[src/hdl/elapsed_timer_defines.vh]
`ifndef ELAPSED_TIMER_DEFINES_VH
`define ELAPSED_TIMER_DEFINES_VH

// system clock, one rate for every process
`define CLOCK_FREQ_HZ       250000000

// digit slots in the counter word
`define SLOT_COUNT          8
`define DIGIT_WIDTH         4
`define POSITION_COUNT      5

// one-hot ring value after reset, slot t0
`define RING_RESET          8'h01

// modulus of each time digit, slots t1 to t7
`define MOD_TENTHS          4'hA
`define MOD_SEC_UNITS       4'hA
`define MOD_SEC_TENS        4'h6
`define MOD_MIN_UNITS       4'hA
`define MOD_MIN_TENS        4'h6
`define MOD_HOUR_UNITS      4'hA
`define MOD_HOUR_TENS       4'hA

// prescaler modulus at t0, chosen by {speed_sel_hi, speed_sel_lo}
`define SPEED_CODE_30       2'h0
`define SPEED_CODE_15       2'h1
`define SPEED_CODE_7_5      2'h2
`define SPEED_CODE_3_75     2'h3
`define MOD_SPEED_30        4'h8
`define MOD_SPEED_15        4'h4
`define MOD_SPEED_7_5       4'h2
`define MOD_SPEED_3_75      4'h1

// first displayed slot for each strap setting
`define FIRST_SLOT_MINUTES  3'h1
`define FIRST_SLOT_HOURS    3'h2

// position selects, active low, none asserted
`define SELECT_IDLE_N       5'h1F

`endif

[src/hdl/tach_retimer.v]
`timescale 1ns/1ns

module tach_retimer
(
    // clock and reset
    input  wire MCLK,
    input  wire RESET_N,
    // buffered tach input, asynchronous
    input  wire tach_in,
    // one-clock active-low pulse per tach pulse
    output wire tach_pulse_n
);

    reg meta_reg;     // metastability catcher, read only by stage_a_reg
    reg stage_a_reg;  // first retiming stage
    reg stage_b_reg;  // second stage, copy of stage a one clock later

    // one flop guards the pin, then the retiming pair follows
    always @(posedge MCLK or negedge RESET_N)
    begin
        if (!RESET_N)
        begin
            meta_reg    <= 1'b0;
            stage_a_reg <= 1'b0;
            stage_b_reg <= 1'b0;
        end
        else
        begin
            meta_reg    <= tach_in;
            stage_a_reg <= meta_reg;
            stage_b_reg <= stage_a_reg;
        end
    end

    // low for exactly one clock, however long the tach pulse stays high
    assign tach_pulse_n = ~(stage_a_reg & ~stage_b_reg);

endmodule // tach_retimer

[src/hdl/two_entry_buffer.v]
`timescale 1ns/1ns

module two_entry_buffer
#(
    parameter WIDTH = 9
)
(
    // clock and reset
    input  wire             MCLK,
    input  wire             RESET_N,
    // filling side
    input  wire             in_valid,
    output wire             in_ready,
    input  wire [WIDTH-1:0] in_data,
    // draining side
    output wire             out_valid,
    input  wire             out_ready,
    output wire [WIDTH-1:0] out_data
);

    reg [WIDTH-1:0] head_reg;   // oldest word, drives the output
    reg [WIDTH-1:0] tail_reg;   // second word, held while stalled
    reg [1:0]       count_reg;  // words held, 0 to 2

    wire push;  // word accepted this cycle
    wire pop;   // word taken this cycle

    assign in_ready  = (count_reg != 2'h2);
    assign out_valid = (count_reg != 2'h0);
    assign out_data  = head_reg;
    assign push      = in_valid & in_ready;
    assign pop       = out_valid & out_ready;

    // head always holds the oldest word so the output stays registered
    always @(posedge MCLK or negedge RESET_N)
    begin
        if (!RESET_N)
        begin
            head_reg  <= {WIDTH{1'b0}};
            tail_reg  <= {WIDTH{1'b0}};
            count_reg <= 2'h0;
        end
        else
        begin
            case ({push, pop})
                2'b10:
                begin
                    // fill head first, else tail
                    if (count_reg == 2'h0)
                        head_reg <= in_data;
                    else
                        tail_reg <= in_data;
                    count_reg <= count_reg + 2'h1;
                end
                2'b01:
                begin
                    // tail moves up
                    head_reg  <= tail_reg;
                    count_reg <= count_reg - 2'h1;
                end
                2'b11:
                begin
                    // pass through, count unchanged
                    if (count_reg == 2'h1)
                        head_reg <= in_data;
                    else
                    begin
                        head_reg <= tail_reg;
                        tail_reg <= in_data;
                    end
                end
                default:
                begin
                    count_reg <= count_reg;
                end
            endcase
        end
    end

endmodule // two_entry_buffer

[src/hdl/tape_elapsed_time_counter.v]
`timescale 1ns/1ns
`include "elapsed_timer_defines.vh"

// Operation
// - count tach pulses, add forward, subtract reverse
// - five digits serially over shared BCD bus
// - five position selects name the present digit
// - selects active low, at most one low
// - tach retimed by two flops, one-clock pulse
// - pulse low while first stage set, second not
// - retimed pulse held in flag until used
// - eight BCD digits recirculate through one adder
// - one-hot eight-slot ring times counting and display
// - everything timed from the single system clock
// - t0 prescaler modulus eight, four, two, one
// - t1 to t7 moduli ten/ten/six/ten/six/ten/ten
// - strap shows slots t1-t5 or t2-t6
// - selects decoded from strapped ring slots, passed through the output buffer
// - inputs: direction, speed select, tach pulses
// - pulse last cycle: step one, else recirculate
// - clear low blocks tach, zeroes all digits
// - direction flag loaded every edge, high counts up

module tape_elapsed_time_counter
(
    // clock and reset
    input  wire       MCLK,
    input  wire       RESET_N,
    // transport and control unit inputs, asynchronous
    input  wire       TACH_IN,
    input  wire       TAPE_DIRECTION_CMD,
    input  wire       SPEED_SEL_LO,
    input  wire       SPEED_SEL_HI,
    input  wire       COUNT_CLEAR_N,
    // static strap, high shows seconds to hours
    input  wire       HOURS_DISPLAY_STRAP,
    // display side flow control
    input  wire       DISPLAY_READY,
    output wire       DISPLAY_VALID,
    // shared BCD bus, bit 0 is line A
    output wire [3:0] BCD_DATA,
    // position selects, active low
    output wire       POSITION_SELECT_FIRST_N,
    output wire       POSITION_SELECT_SECOND_N,
    output wire       POSITION_SELECT_THIRD_N,
    output wire       POSITION_SELECT_FOURTH_N,
    output wire       POSITION_SELECT_FIFTH_N
);

    localparam SLOTS = `SLOT_COUNT;        // digit slots per cycle
    localparam DW    = `DIGIT_WIDTH;       // bits per digit
    localparam NPOS  = `POSITION_COUNT;    // displayed positions
    localparam BW    = NPOS + DW;          // buffer word: selects and digit

    integer i;  // loop index for decode and reset

    // ------------------------------------------------------------
    // input synchronisers for the level pins
    // ------------------------------------------------------------
    reg  [4:0] pin_meta_reg;  // first flops, read only by pin_sync_reg
    reg  [4:0] pin_sync_reg;  // second flops, safe to use
    wire [4:0] pin_raw;       // pins gathered in one vector

    wire dir_sync;            // direction command, synchronised
    wire speed_lo_sync;       // speed select low bit
    wire speed_hi_sync;       // speed select high bit
    wire clear_n_sync;        // clear, active low
    wire hours_sync;          // strap level

    assign pin_raw = {HOURS_DISPLAY_STRAP, COUNT_CLEAR_N, SPEED_SEL_HI,
                      SPEED_SEL_LO, TAPE_DIRECTION_CMD};

    // two flops per pin; clear powers up asserted so the count starts at zero
    always @(posedge MCLK or negedge RESET_N)
    begin
        if (!RESET_N)
        begin
            pin_meta_reg <= 5'h00;
            pin_sync_reg <= 5'h00;
        end
        else
        begin
            pin_meta_reg <= pin_raw;
            pin_sync_reg <= pin_meta_reg;
        end
    end

    assign dir_sync      = pin_sync_reg[0];
    assign speed_lo_sync = pin_sync_reg[1];
    assign speed_hi_sync = pin_sync_reg[2];
    assign clear_n_sync  = pin_sync_reg[3];
    assign hours_sync    = pin_sync_reg[4];

    // ------------------------------------------------------------
    // tach retiming
    // ------------------------------------------------------------
    wire tach_pulse_n;  // one clock low per tach pulse

    tach_retimer u_retimer
    (
        .MCLK         (MCLK),
        .RESET_N      (RESET_N),
        .tach_in      (TACH_IN),
        .tach_pulse_n (tach_pulse_n)
    );

    // ------------------------------------------------------------
    // state
    // ------------------------------------------------------------
    reg [DW-1:0]    digit_mem [0:SLOTS-1];  // count word, one digit per slot
    reg [SLOTS-1:0] ring_reg;               // one-hot slot marker
    reg             up_reg;                 // direction flag, high counts up
    reg             tach_flag_reg;          // stored tach pulse
    reg             apply_reg;              // pulse taken for this cycle
    reg             carry_reg;              // carry or borrow to next slot
    reg             hours_reg;              // strap, taken only between ring cycles

    // ------------------------------------------------------------
    // datapath signals
    // ------------------------------------------------------------
    reg  [2:0]    slot_idx;     // slot now at the adder
    reg  [DW-1:0] cur_digit;    // digit read from the word
    reg  [DW-1:0] modulus;      // modulus for this slot
    reg  [DW-1:0] new_digit;    // adder result
    reg           carry_in;     // step request into this slot
    reg           carry_out;    // carry or borrow out of this slot
    reg  [DW-1:0] speed_mod;    // prescaler modulus from speed
    reg  [2:0]    first_slot;   // first displayed slot
    reg  [2:0]    pos_idx;      // display position of this slot
    reg           disp_hit;     // slot is shown on the display
    reg  [NPOS-1:0] sel_n;      // select word for this slot

    wire          step_en;      // ring advances this clock
    wire          last_slot;    // slot t7 at the adder
    wire          push_ready;   // buffer can take a word
    wire          tach_flag_next;

    // ------------------------------------------------------------
    // slot decode and modulus selection
    // ------------------------------------------------------------
    // the ring is one-hot, so the index is a plain priority-free decode
    always @*
    begin
        slot_idx = 3'h0;
        for (i = 0; i < SLOTS; i = i + 1)
        begin
            if (ring_reg[i])
                slot_idx = i[2:0];
        end
    end

    // prescaler digit divides the tach rate to tenths of a second
    always @*
    begin
        case ({speed_hi_sync, speed_lo_sync})
            `SPEED_CODE_30:   speed_mod = `MOD_SPEED_30;
            `SPEED_CODE_15:   speed_mod = `MOD_SPEED_15;
            `SPEED_CODE_7_5:  speed_mod = `MOD_SPEED_7_5;
            default:          speed_mod = `MOD_SPEED_3_75;
        endcase
    end

    // modulus for the slot now at the adder
    always @*
    begin
        case (slot_idx)
            3'h0:    modulus = speed_mod;
            3'h1:    modulus = `MOD_TENTHS;
            3'h2:    modulus = `MOD_SEC_UNITS;
            3'h3:    modulus = `MOD_SEC_TENS;
            3'h4:    modulus = `MOD_MIN_UNITS;
            3'h5:    modulus = `MOD_MIN_TENS;
            3'h6:    modulus = `MOD_HOUR_UNITS;
            default: modulus = `MOD_HOUR_TENS;
        endcase
    end

    // ------------------------------------------------------------
    // serial-by-digit adder
    // ------------------------------------------------------------
    // t0 takes the stored tach pulse, later slots take the ripple carry;
    // the carry out of t7 falls off the top, so the count wraps at 100 hours
    always @*
    begin
        cur_digit = digit_mem[slot_idx];
        carry_in  = (slot_idx == 3'h0) ? apply_reg : carry_reg;
        new_digit = cur_digit;
        carry_out = 1'b0;
        if (carry_in && up_reg)
        begin
            // count up; a digit left above range by a speed change wraps too
            if ((cur_digit + 4'h1) >= modulus)
            begin
                new_digit = 4'h0;
                carry_out = 1'b1;
            end
            else
                new_digit = cur_digit + 4'h1;
        end
        else if (carry_in)
        begin
            // count down, borrow below zero
            if (cur_digit == 4'h0 || cur_digit >= modulus)
            begin
                new_digit = modulus - 4'h1;
                carry_out = (cur_digit == 4'h0);
            end
            else
                new_digit = cur_digit - 4'h1;
        end
    end

    // ------------------------------------------------------------
    // display slot selection
    // ------------------------------------------------------------
    // the strap moves the five-digit window one slot up
    always @*
    begin
        // a strap move mid-cycle would repeat or skip a position
        first_slot = hours_reg ? `FIRST_SLOT_HOURS : `FIRST_SLOT_MINUTES;
        pos_idx    = slot_idx - first_slot;
        disp_hit   = (slot_idx >= first_slot) && (pos_idx < NPOS[2:0]);
        sel_n      = `SELECT_IDLE_N;
        if (disp_hit)
            sel_n = ~(5'h01 << pos_idx);
    end

    // a shown slot waits until the buffer takes its digit, so none is lost
    assign step_en   = ~disp_hit | push_ready;
    assign last_slot = ring_reg[SLOTS-1];

    // ------------------------------------------------------------
    // tach storage flag
    // ------------------------------------------------------------
    // a new pulse wins over the hand-off at t7; clear blocks pulses
    assign tach_flag_next = clear_n_sync &
                            (~tach_pulse_n |
                             (tach_flag_reg & ~(step_en & last_slot)));

    // ------------------------------------------------------------
    // counter state
    // ------------------------------------------------------------
    // all state moves on the one system clock; the ring only stalls
    always @(posedge MCLK or negedge RESET_N)
    begin
        if (!RESET_N)
        begin
            ring_reg      <= `RING_RESET;
            up_reg        <= 1'b0;
            tach_flag_reg <= 1'b0;
            apply_reg     <= 1'b0;
            carry_reg     <= 1'b0;
            hours_reg     <= 1'b0;
            for (i = 0; i < SLOTS; i = i + 1)
                digit_mem[i] <= 4'h0;
        end
        else
        begin
            up_reg        <= dir_sync;
            // strap window moves only as slot t0 comes round
            if (step_en && last_slot)
                hours_reg <= hours_sync;
            tach_flag_reg <= tach_flag_next;
            if (!clear_n_sync)
            begin
                // clear holds every digit and pending step at zero
                apply_reg <= 1'b0;
                carry_reg <= 1'b0;
                for (i = 0; i < SLOTS; i = i + 1)
                    digit_mem[i] <= 4'h0;
            end
            else if (step_en)
            begin
                digit_mem[slot_idx] <= new_digit;
                carry_reg           <= carry_out;
                if (last_slot)
                    apply_reg <= tach_flag_reg;
            end
            // ring keeps turning during clear so the display shows zeros
            if (step_en)
                ring_reg <= {ring_reg[SLOTS-2:0], ring_reg[SLOTS-1]};
        end
    end

    // ------------------------------------------------------------
    // output buffer
    // ------------------------------------------------------------
    wire [BW-1:0] buf_in;     // selects and digit, one word
    wire [BW-1:0] buf_out;    // word at the head
    wire          buf_valid;  // head holds a word

    // digit and select travel in one word so they can never part
    assign buf_in = {sel_n, new_digit};

    two_entry_buffer #(.WIDTH(BW)) u_buffer
    (
        .MCLK      (MCLK),
        .RESET_N   (RESET_N),
        .in_valid  (disp_hit),
        .in_ready  (push_ready),
        .in_data   (buf_in),
        .out_valid (buf_valid),
        .out_ready (DISPLAY_READY),
        .out_data  (buf_out)
    );

    // with no word held every select stays high, so nothing lights
    assign DISPLAY_VALID            = buf_valid;
    assign BCD_DATA                 = buf_out[DW-1:0];
    assign POSITION_SELECT_FIRST_N  = buf_out[DW]   | ~buf_valid;
    assign POSITION_SELECT_SECOND_N = buf_out[DW+1] | ~buf_valid;
    assign POSITION_SELECT_THIRD_N  = buf_out[DW+2] | ~buf_valid;
    assign POSITION_SELECT_FOURTH_N = buf_out[DW+3] | ~buf_valid;
    assign POSITION_SELECT_FIFTH_N  = buf_out[DW+4] | ~buf_valid;

endmodule // tape_elapsed_time_counter

[config.mk]
export PLATFORM = sky130hd
export DESIGN_NAME = tape_elapsed_time_counter
export DESIGN_NICKNAME = d
export VERILOG_FILES = /design/src/hdl/tach_retimer.v /design/src/hdl/two_entry_buffer.v /design/src/hdl/tape_elapsed_time_counter.v
export VERILOG_INCLUDE_DIRS = /design/src /design/src/hdl
export SDC_FILE = /design/constraint.sdc
export NUM_CORES = 1
export LEC_CHECK = 0
export BUFFER_PORTS_ARGS = -buffer_cell sky130_fd_sc_hd__buf_2
export CAP_MARGIN = 20
export CORE_UTILIZATION = 50
export CTS_BUF_LIST = sky130_fd_sc_hd__clkbuf_16
export DETAILED_ROUTE_END_ITERATION = 16
export PLACE_DENSITY = 0.8
export SYNTH_ARGS = -nofsm -noshare
export SYNTH_HDL_FRONTEND = slang
export SYNTH_SLANG_ARGS = --single-unit
[constraint.sdc]
create_clock -name MCLK -period 4.1 [get_ports MCLK]
set_clock_uncertainty 0.15 [all_clocks]
set_input_delay 0.41 -clock MCLK [delete_from_list [all_inputs] [get_ports MCLK]]
set_output_delay 0.41 -clock MCLK [all_outputs]
set_load 0.005 [all_outputs]
==> results of run 1 <==
-- layer usage --
layer	wire length [um]	share of wire (%)	track usage, %
met1	4360	44	31.9
met4	323	3.3	9.90
met5	0	0	0
met2	4770	48	38.9
met3	470	4.7	4.81
-- layout by cell type (no fill, tap or decap), types with 4 or more instances in the layout --
master      n
mux2i_1     8
a21o_1      5
dfrtp_1    76
o21ai_0    44
a21oi_1    42
o21ai_1     4
nor2b_1     8
clkbuf_16  10
nor3_1      9
buf_4      54
inv_1      16
ha_1       15
nor2_1     28
buf_2      17
a21oi_2     9
a221oi_1    8
mux2_2     11
or2_2       6
nand2_1    27
-- power by group through the flow --
stage / Combinational [mW] / Sequential, mW / Clock [mW]
after floorplan: 0.215 / 0.866 / 0
after global placement: 0.283 / 0.874 / 0
after detailed placement: 0.294 / 0.881 / 0
after CTS: 0.298 / 0.866 / 0.864
after global routing: 0.348 / 0.875 / 0.897
final: 0.305 / 0.866 / 0.855
-- cells by family (layout without fill, tap and decap cells) --
logic type                 after synthesis  in the layout  synth area share (%)
xor gates and xnor gates                 5              5                  1.09
adders and majority gates               19             19                  6.08
muxes                                   22             22                  5.92
and+or+nand+nor                        104            104                  12.7
DFF                                     78             78                  48.4
buffers and inverters                   34            111                  3.57
AOI/OAI and AO/OA                      143            143                  22.2
-- area by class of cell --
cell class	instances	area (um2)
Tap cell	102	128
Multi-Input combinational cell	293	2110
Clock buffer	9	225
Sequential cell	78	1950
Clock inverter	7	97.6
Fill cell	614	2610
Timing Repair Buffer	76	578
Inverter	19	71.3
-- timing repair --
item,4_1_cts,5_1_grt
setup endpoints to repair,15,48
pin swaps,0,13
setup buffers,0,12
gates cloned,0,1
resized for setup,5,35
-- metrics by stage --
stage	TNS, ps	instance area (um2)	instances
floorplan	0	4040	405
global placement	0	4550	555
detailed placement	-70.7	4550	555
CTS	0	4900	571
global route	-61.0	5160	584
finish	0	5160	584
-- final timing paths --
check,depth (start not counted),from,end
min reg2reg,0,u_retimer.meta_reg$_DFF_PN0_,u_retimer.stage_a_reg$_DFF_PN0_
min in group asynchronous,1,RESET_N,digit_mem[11]$_DFFE_PN0P_
min,1,TACH_IN,u_retimer.meta_reg$_DFF_PN0_
max reg2reg,21,ring_reg[2]$_DFFE_PN0P_,u_buffer.tail_reg[3]$_DFFE_PN0P_
max in group asynchronous,1,RESET_N,ring_reg[5]$_DFFE_PN0P_
max,21,ring_reg[2]$_DFFE_PN0P_,u_buffer.tail_reg[3]$_DFFE_PN0P_
-- critical path, delay by kind of cell (launching register included) --
family | cells | cell delay [ps]
AO/OA/AOI/OAI | 6 | 1060
adder cells (fa/ha/maj) | 2 | 500
buffers and inverters | 5 | 710
flip-flops | 1 | 380
multiplexers | 1 | 80
AND/OR/NAND/NOR | 7 | 990
==> impl_metrics.py, run 1 <==
metrics = {
    "worst_setup_path": {
        "slowest_delay_ps": 390,
        "critPathCaptureType": "register",
        "startpoint_type": "register",
        "required_ps": 4210,
        "cp.arrival_ps": 4090,
        "path_max_fanout": 5,
        "worstSetupPathType": "register to register",
        "critPathSlowestCell": "a211o_4",
        "crit_chain": "nand2b_4 > a211o_4 > nand2b_4 > buf_4 > mux2i_2 > a221oi_2 > buf_4 > inv_2 > ha_4 > ha_1 > a21oi_1 > nor2b_1 > o21ai_1 > nand3b_1 > nor2_4 > and3b_1 > a21oi_2 > nor3b_4 > buf_6 > clkbuf_16 > a21oi_2",
        "rrSetupSlack_ps": 120,
    },
    "cts": {
        "clk_latency_ps": 340,
        "cts_tree": "yes",
        "ctsRootBufferMaster": "clkbuf_16",
        "clkSinkCount": 78,
        "clk_pin_slew_worst_paths_ps": 60,
        "htreeDepth": 3,
        "postCtsHoldBufs": 0,
        "clockBufferDepth": 2,
        "cts_buffers": 9,
    },
    "synthesis": {
        "synth_nets": 433,
        "synth.avg_cell_area_um2": 9.96,
        "synth_cell_type_count": 59,
        "synth-edff-count": 0,
        "synth_common_cells": "77 x dfrtp_1, 49 x a21oi_1, 48 x o21ai_0",
        "ys_ff_latch": 78,
        "synth_seq_area_share_pct": 48.4,
        "syn-cell-area_um2": 4040,
        "yosys_warnings": 0,
        "netlist_top_cells_area": "dfrtp_1 48%, a21oi_1 6.1%, o21ai_0 6.0%",
        "yosys.area.top_type": "dfrtp_1",
        "synth_cells": 405,
        "synth_top_area_share_pct": 47.8,
        "synth_flop_cell": "dfrtp_1",
        "synth.most_common_cell": "dfrtp_1",
        "synth-async-reset-ratio_pct": 100,
    },
    "sta": {
        "max_freq_mhz": 251,
        "period_needed_ps": 3980,
        "final_max_slew_viol_count": 0,
        "whs_ps": 26.7,
        "worst_slew_pin_slew_ps": 966,
        "fin_crit_sh_pct": 97.0,
        "hold_viol_final": 0,
        "maxSlewHeadroom_pct": 35.6,
        "finalSetupViolations": 0,
        "setup_ws_ps": 123,
    },
    "placed_design": {
        "pre_cts_ws_ps": -67.9,
        "numPortBuffers": 18,
        "place_congestion": 0.906,
        "hpwl_mm": 6.45,
    },
    "layout": {
        "area_growth_pct": 27.9,
        "drive_gt1_share_pct": 31.3,
        "postLayoutCoreUtil_pct": 66.4,
        "antennaDiodeCount": 0,
        "largest_reg_flops": 32,
        "nets": 505,
    },
    "global_route": {
        "grt_pass1_wl_mm": 15.8,
        "grt_start_max_net_pins": 79,
        "gr-total-overflow": 0,
        "grt_usage_pct": 24.1,
        "antenna_found_initial": 0,
        "grt_pass1_vias": 3254,
    },
    "floorplanning": {
        "die_width_um": 91.8,
        "die_h_um": 91.8,
        "core_um2": 7770,
        "die_area_um2": 8430,
        "io_pins": 19,
        "rows": 32,
        "start_util_pct": 51.9,
    },
    "route": {
        "wl_per_cell_um": 17.0,
        "wirelength_mm": 9.93,
        "drc": 0,
        "drt-vias-per-instance": 5.80,
        "firstDrtPassIters": 5,
        "ant_nets": 0,
        "drt_iter0_markers": 264,
        "vias": 3388,
    },
    "pwr": {
        "power_density_nw_per_um2": 393,
        "seqPwrFrac_pct": 42.7,
        "p_leak_nw": 2.42,
        "p_int_mw": 1.50,
        "clkPwrFrac_pct": 42.2,
        "switching_power_mw": 0.523,
        "max-vdd-ir-drop_mv": 0.221,
        "p_total_mw": 2.03,
        "p_comb_share_pct": 15.1,
        "sw_frac_of_total_pct": 25.8,
    },
    "flow_run": {
        "cap_violations": 0,
    },
    "worst_hold_path": {
        "hold_path_class": "input port to register",
    },
    "outcome": {
        "status": "completed",
    },
}
Note: power is estimated with default switching activity, not from simulation.
==> run 2: changes to the inputs <==
Settings changed: HOLD_SLACK_MARGIN set to 0.08.
==> impl_metrics.py, run 2 (synthesized netlist as in run 1, its figures left out) <==
metrics = {
    "outcome": {
        "status": "completed",
    },
    "floorplanning": {
        "rows": 32,
        "io_pins": 19,
        "die_area_um2": 8430,
        "core_um2": 7770,
        "start_util_pct": 51.9,
        "die_h_um": 91.8,
        "die_width_um": 91.8,
    },
    "cts": {
        "clk_pin_slew_worst_paths_ps": 60,
        "htreeDepth": 3,
        "cts_tree": "yes",
        "clockBufferDepth": 2,
        "clk_latency_ps": 340,
        "clkSinkCount": 78,
        "cts_buffers": 9,
        "ctsRootBufferMaster": "clkbuf_16",
    },
    "layout": {
        "largest_reg_flops": 32,
        "drive_gt1_share_pct": 32.2,
        "area_growth_pct": 30.8,
        "most-common-layout-cells": "75 x dfrtp_1, 53 x buf_4, 45 x o21ai_0",
        "nets": 514,
        "antennaDiodeCount": 0,
        "fillers": 591,
        "final_common_cell": "dfrtp_1",
        "stdcell_area_um2": 5280,
    },
    "worst_setup_path": {
        "cp_num_buf_inv": 5,
        "worstSetupPathType": "register to register",
        "critPathCaptureType": "register",
        "r2r-end": "digit_mem[3]$_DFFE_PN0P_",
        "cp.arrival_ps": 4200,
        "rrSetupSlack_ps": 1,
        "reg2reg_depth": 21,
        "crit_chain": "nand2b_4 > a211o_4 > nand2b_4 > buf_6 > mux2i_2 > a221oi_2 > buf_4 > inv_2 > ha_4 > ha_1 > a21oi_1 > nor2b_1 > o21ai_0 > nand3b_1 > nor2_4 > and3b_1 > a21oi_2 > nor3b_4 > buf_6 > buf_12 > a21oi_2",
        "critPathSlowestCell": "dfrtp_1",
        "startpoint_type": "register",
        "required_ps": 4210,
        "crit_family": "compound AO/OA/AOI/OAI gates",
        "r2r-start": "ring_reg[2]$_DFFE_PN0P_",
        "slowest_delay_ps": 390,
        "path_max_fanout": 5,
    },
    "sta": {
        "maxSlewHeadroom_pct": 35.9,
        "period_needed_ps": 4100,
        "max_freq_mhz": 244,
        "tns_ps": 0,
        "finalSetupViolations": 0,
        "worst_slew_pin_slew_ps": 962,
        "fin_crit_sh_pct": 100,
        "hold_viol_final": 0,
        "final_max_slew_viol_count": 0,
    },
    "pwr": {
        "max-vdd-ir-drop_mv": 0.222,
        "power_density_nw_per_um2": 386,
        "p_leak_nw": 2.47,
    },
    "global_route": {
        "grt_pass1_wl_mm": 16.1,
        "grt_pass1_vias": 3305,
        "grt_start_max_net_pins": 79,
        "gr-total-overflow": 0,
        "antenna_found_initial": 0,
        "grt_usage_pct": 24.6,
    },
    "placed_design": {
        "place_congestion": 0.906,
        "numPortBuffers": 18,
        "hpwl_mm": 6.45,
        "placed_area_um2": 4550,
    },
    "route": {
        "wl_met2_mm": 5.23,
        "routed-wl-met3_um": 567,
        "met1_length_mm": 4.41,
        "drt_iter0_markers": 233,
        "drc": 0,
        "top_layer": "met4",
        "ant_nets": 0,
        "vias": 3459,
        "wl_per_cell_um": 17.8,
        "wirelength_mm": 10.5,
        "firstDrtPassIters": 4,
        "drt-vias-per-instance": 5.83,
    },
    "worst_hold_path": {
        "hold_path_class": "input port to async pin",
    },
    "flow_run": {
        "cap_violations": 0,
    },
}
## run 2: layout make-up
type                    count  area, um2  share of cell area (%)
multi-input cells         293       2120                    40.2
flip-flops and latches     78       1960                    37.1
repair buffers             85        676                    12.8
clock buffers               9        225                    4.27
well taps                 102        128                    2.42
clock inverters             7       97.6                    1.85
inverters                  19       71.3                    1.35
## run 2: layer usage
layer	track usage (%)	up-vias
li1	-	1620
met1	32.3	1691
met2	40.0	124
met3	5.06	24
met4	9.77	0
met5	0	-
## run 2: what timing repair did
item                                   4_1_cts  5_1_grt
hold buffers                                 6        0
pin swaps                                    0       16
gates resized for setup                      5       42
endpoints found under the hold margin        6        0
gates cloned                                 0        1
setup buffers                                0       15
setup endpoints to repair                   15       49
## run 2: where the power goes
part	total (mW)	leakage, nW	internal, mW	switching (mW)
combinational	0.312	1.32	0.144	0.169
sequential	0.865	0.992	0.828	0.0367
clock	0.858	0.154	0.535	0.323
## run 2: metrics by stage
| stage | total power, mW | setup WS, ps | cells | hold slack, ps | utilization [%] |
|---|---|---|---|---|---|
| floorplan | 1.08 | 60.1 | 405 | -35.6 | - |
| global placement | 1.16 | 75.9 | 555 | 182 | 58.6 |
| detailed placement | 1.17 | -67.9 | 555 | 185 | 58.6 |
| CTS | 2.03 | 32.4 | 577 | 110 | 63.8 |
| global route | 2.13 | -134 | 593 | 176 | 67.9 |
| finish | 2.04 | 1.09 | 593 | 66.1 | 67.9 |
## run 2: worst max path at each step
stage / startpoint / to / slack, ps / depth (start not counted)
2_1_floorplan: ring_reg[4]$_DFFE_PN0P_ / u_buffer.tail_reg[6]$_DFFE_PN0P_ / 60 / 17
3_3_place_gp: ring_reg[6]$_DFFE_PN0P_ / u_buffer.out_data[1]$_DFFE_PN0P_ / 80 / 15
3_5_place_dp: ring_reg[4]$_DFFE_PN0P_ / u_buffer.out_data[1]$_DFFE_PN0P_ / -70 / 16
4_1_cts: ring_reg[5]$_DFFE_PN0P_ / digit_mem[31]$_DFFE_PN0P_ / 30 / 18
5_1_grt: ring_reg[2]$_DFFE_PN0P_ / digit_mem[3]$_DFFE_PN0P_ / -130 / 21
6_report: ring_reg[2]$_DFFE_PN0P_ / digit_mem[3]$_DFFE_PN0P_ / 1 / 21
==> run 3: changes to the inputs <==
Settings changed: CORE_UTILIZATION 50 to 43, PLACE_DENSITY 0.8 to 0.71.
==> impl_metrics.py, run 3 (synthesized netlist as in run 1, its figures left out) <==
metrics = {
    "sta": {
        "fin_crit_sh_pct": 96.3,
        "tns_ps": 0,
        "rsz0062_at_grt": "true",
        "maxSlewHeadroom_pct": 35.0,
        "worst_slew_pin_slew_ps": 975,
        "setup_ws_ps": 152,
        "period_needed_ps": 3950,
        "final_max_slew_viol_count": 0,
        "hold_viol_final": 0,
        "max_freq_mhz": 253,
        "finalSetupViolations": 0,
    },
    "floorplanning": {
        "die_area_um2": 9780,
        "start_util_pct": 45.4,
        "rows": 34,
        "die_h_um": 98.9,
        "io_pins": 19,
        "core_um2": 8890,
        "die_width_um": 98.9,
    },
    "worst_setup_path": {
        "slowest_delay_ps": 470,
        "critPathSlowestCell": "dfrtp_2",
        "worstSetupPathType": "register to register",
        "path_max_fanout": 9,
        "required_ps": 4140,
        "critPathCaptureType": "register",
        "r2r-end": "digit_mem[2]$_DFFE_PN0P_",
        "reg2reg_depth": 16,
        "rrSetupSlack_ps": 150,
        "startpoint_type": "register",
        "crit_chain": "buf_4 > buf_4 > o31ai_1 > nand2_1 > o21a_1 > ha_1 > nand2b_1 > a21o_1 > a21o_1 > a21oi_4 > o31ai_4 > mux2i_2 > xnor2_1 > a21oi_2 > buf_12 > a21oi_1",
        "r2r-start": "ring_reg[5]$_DFFE_PN0P_",
        "cp.arrival_ps": 3990,
    },
    "route": {
        "wl_per_cell_um": 15.6,
        "wirelength_mm": 9.18,
        "firstDrtPassIters": 6,
        "drt-vias-per-instance": 5.57,
        "drt_iter0_markers": 266,
        "ant_nets": 0,
        "drc": 0,
        "vias": 3287,
    },
    "global_route": {
        "gr-total-overflow": 0,
        "grt_pass1_wl_mm": 15.4,
        "grt_pass1_vias": 3141,
        "grt_usage_pct": 20.0,
        "grt_start_max_net_pins": 79,
        "antenna_found_initial": 0,
    },
    "layout": {
        "nets": 505,
        "postLayoutCoreUtil_pct": 57.1,
        "final_common_cell": "dfrtp_1",
        "most-common-layout-cells": "76 x dfrtp_1, 50 x buf_4, 43 x o21ai_0, 43 x a21oi_1, 32 x nor2_1",
        "largest_reg_flops": 32,
        "regArea_um2": 1950,
        "antennaDiodeCount": 0,
        "fillers": 757,
        "area_growth_pct": 25.9,
        "drive_gt1_share_pct": 29.3,
        "multiInputGateArea_um2": 2060,
    },
    "cts": {
        "clockBufferDepth": 2,
        "clk_latency_ps": 340,
        "cts_buffers": 9,
        "htreeDepth": 3,
        "clkSinkCount": 78,
        "ctsRootBufferMaster": "clkbuf_16",
        "cts_tree": "yes",
        "clk_pin_slew_worst_paths_ps": 60,
    },
    "worst_hold_path": {
        "hold_path_class": "input port to async pin",
    },
    "placed_design": {
        "place_congestion": 0.894,
        "hpwl_mm": 6.42,
        "pre_cts_ws_ps": 22.2,
        "numPortBuffers": 18,
    },
    "outcome": {
        "status": "completed",
    },
    "pwr": {
        "power_density_nw_per_um2": 380,
        "max-vdd-ir-drop_mv": 0.220,
        "p_leak_nw": 2.38,
        "p_total_mw": 1.93,
    },
    "flow_run": {
        "cap_violations": 0,
    },
}
run 3: cell types whose count changed in the layout (fill, tap and decap cells not counted), moves of 3 or more:
cell,previous run,this run
buf_6,6,0
a221oi_2,1,5
nor2_1,28,32
o21ai_1,2,6
a221oi_1,8,5
buf_4,53,50
nand2b_4,3,0
run 3: worst max-delay path by stage:
stage / startpoint / endpoint / cells after the start
detailed placement: ring_reg[5]$_DFFE_PN0P_ / u_buffer.out_data[2]$_DFFE_PN0P_ / 18
finish: ring_reg[5]$_DFFE_PN0P_ / digit_mem[2]$_DFFE_PN0P_ / 16
global route: ring_reg[5]$_DFFE_PN0P_ / digit_mem[2]$_DFFE_PN0P_ / 21
floorplan: ring_reg[4]$_DFFE_PN0P_ / u_buffer.tail_reg[6]$_DFFE_PN0P_ / 17
CTS: ring_reg[5]$_DFFE_PN0P_ / digit_mem[2]$_DFFE_PN0P_ / 17
global placement: ring_reg[5]$_DFFE_PN0P_ / digit_mem[6]$_DFFE_PN0P_ / 19
run 3: routing by layer:
metal | vias to the layer above | global-route usage (%) | routed length (um) | part of all wire, %
met5 | - | 0 | 0 | 0
met1 | 1555 | 27.4 | 4400 | 48
met2 | 111 | 31.0 | 4170 | 45
met3 | 21 | 3.62 | 419 | 4.6
met4 | 0 | 8.73 | 187 | 2.0
li1 | 1600 | - | - | -
run 3: layout make-up:
class | count | share of cell area, %
flip-flops and latches | 78 | 38.5
well taps | 108 | 2.66
clock buffers | 9 | 4.43
multi-input cells | 293 | 40.5
inverters | 19 | 1.40
repair buffers | 76 | 11.4
clock inverters | 7 | 1.11
run 3: critical path, delay by kind of cell, from the launching register on:
kind,cells,cell delay (ps)
AO/OA/AOI/OAI,8,1510
XOR/XNOR,1,170
AND/OR/NAND/NOR,2,360
buffers and inverters,3,440
multiplexers,1,380
adder cells (fa/ha/maj),1,310
flip-flops,1,470
run 3: where the power goes:
| part | switching [mW] | total [mW] | internal [mW] |
|---|---|---|---|
| sequential | 0.0337 | 0.862 | 0.828 |
| combinational | 0.174 | 0.322 | 0.149 |
| clock | 0.330 | 0.747 | 0.417 |
run 3: per-stage QoR:
step                      instances  hold slack, ps  instance area (um2)
final                           590            37.2                 5080
after global routing            590             155                 5080
after CTS                       584             114                 4910
after detailed placement        562             186                 4560
after global placement          562             181                 4560
after floorplan                 405           -35.6                 4040
run 3: what timing repair did:
action / 4_1_cts / 5_1_grt
hold buffers: 6 / 0
gates resized for setup: 1 / 31
endpoints found under the setup margin: 5 / 53
hold endpoints to repair: 6 / 0
setup buffers: 0 / 6
pin swaps: 0 / 2
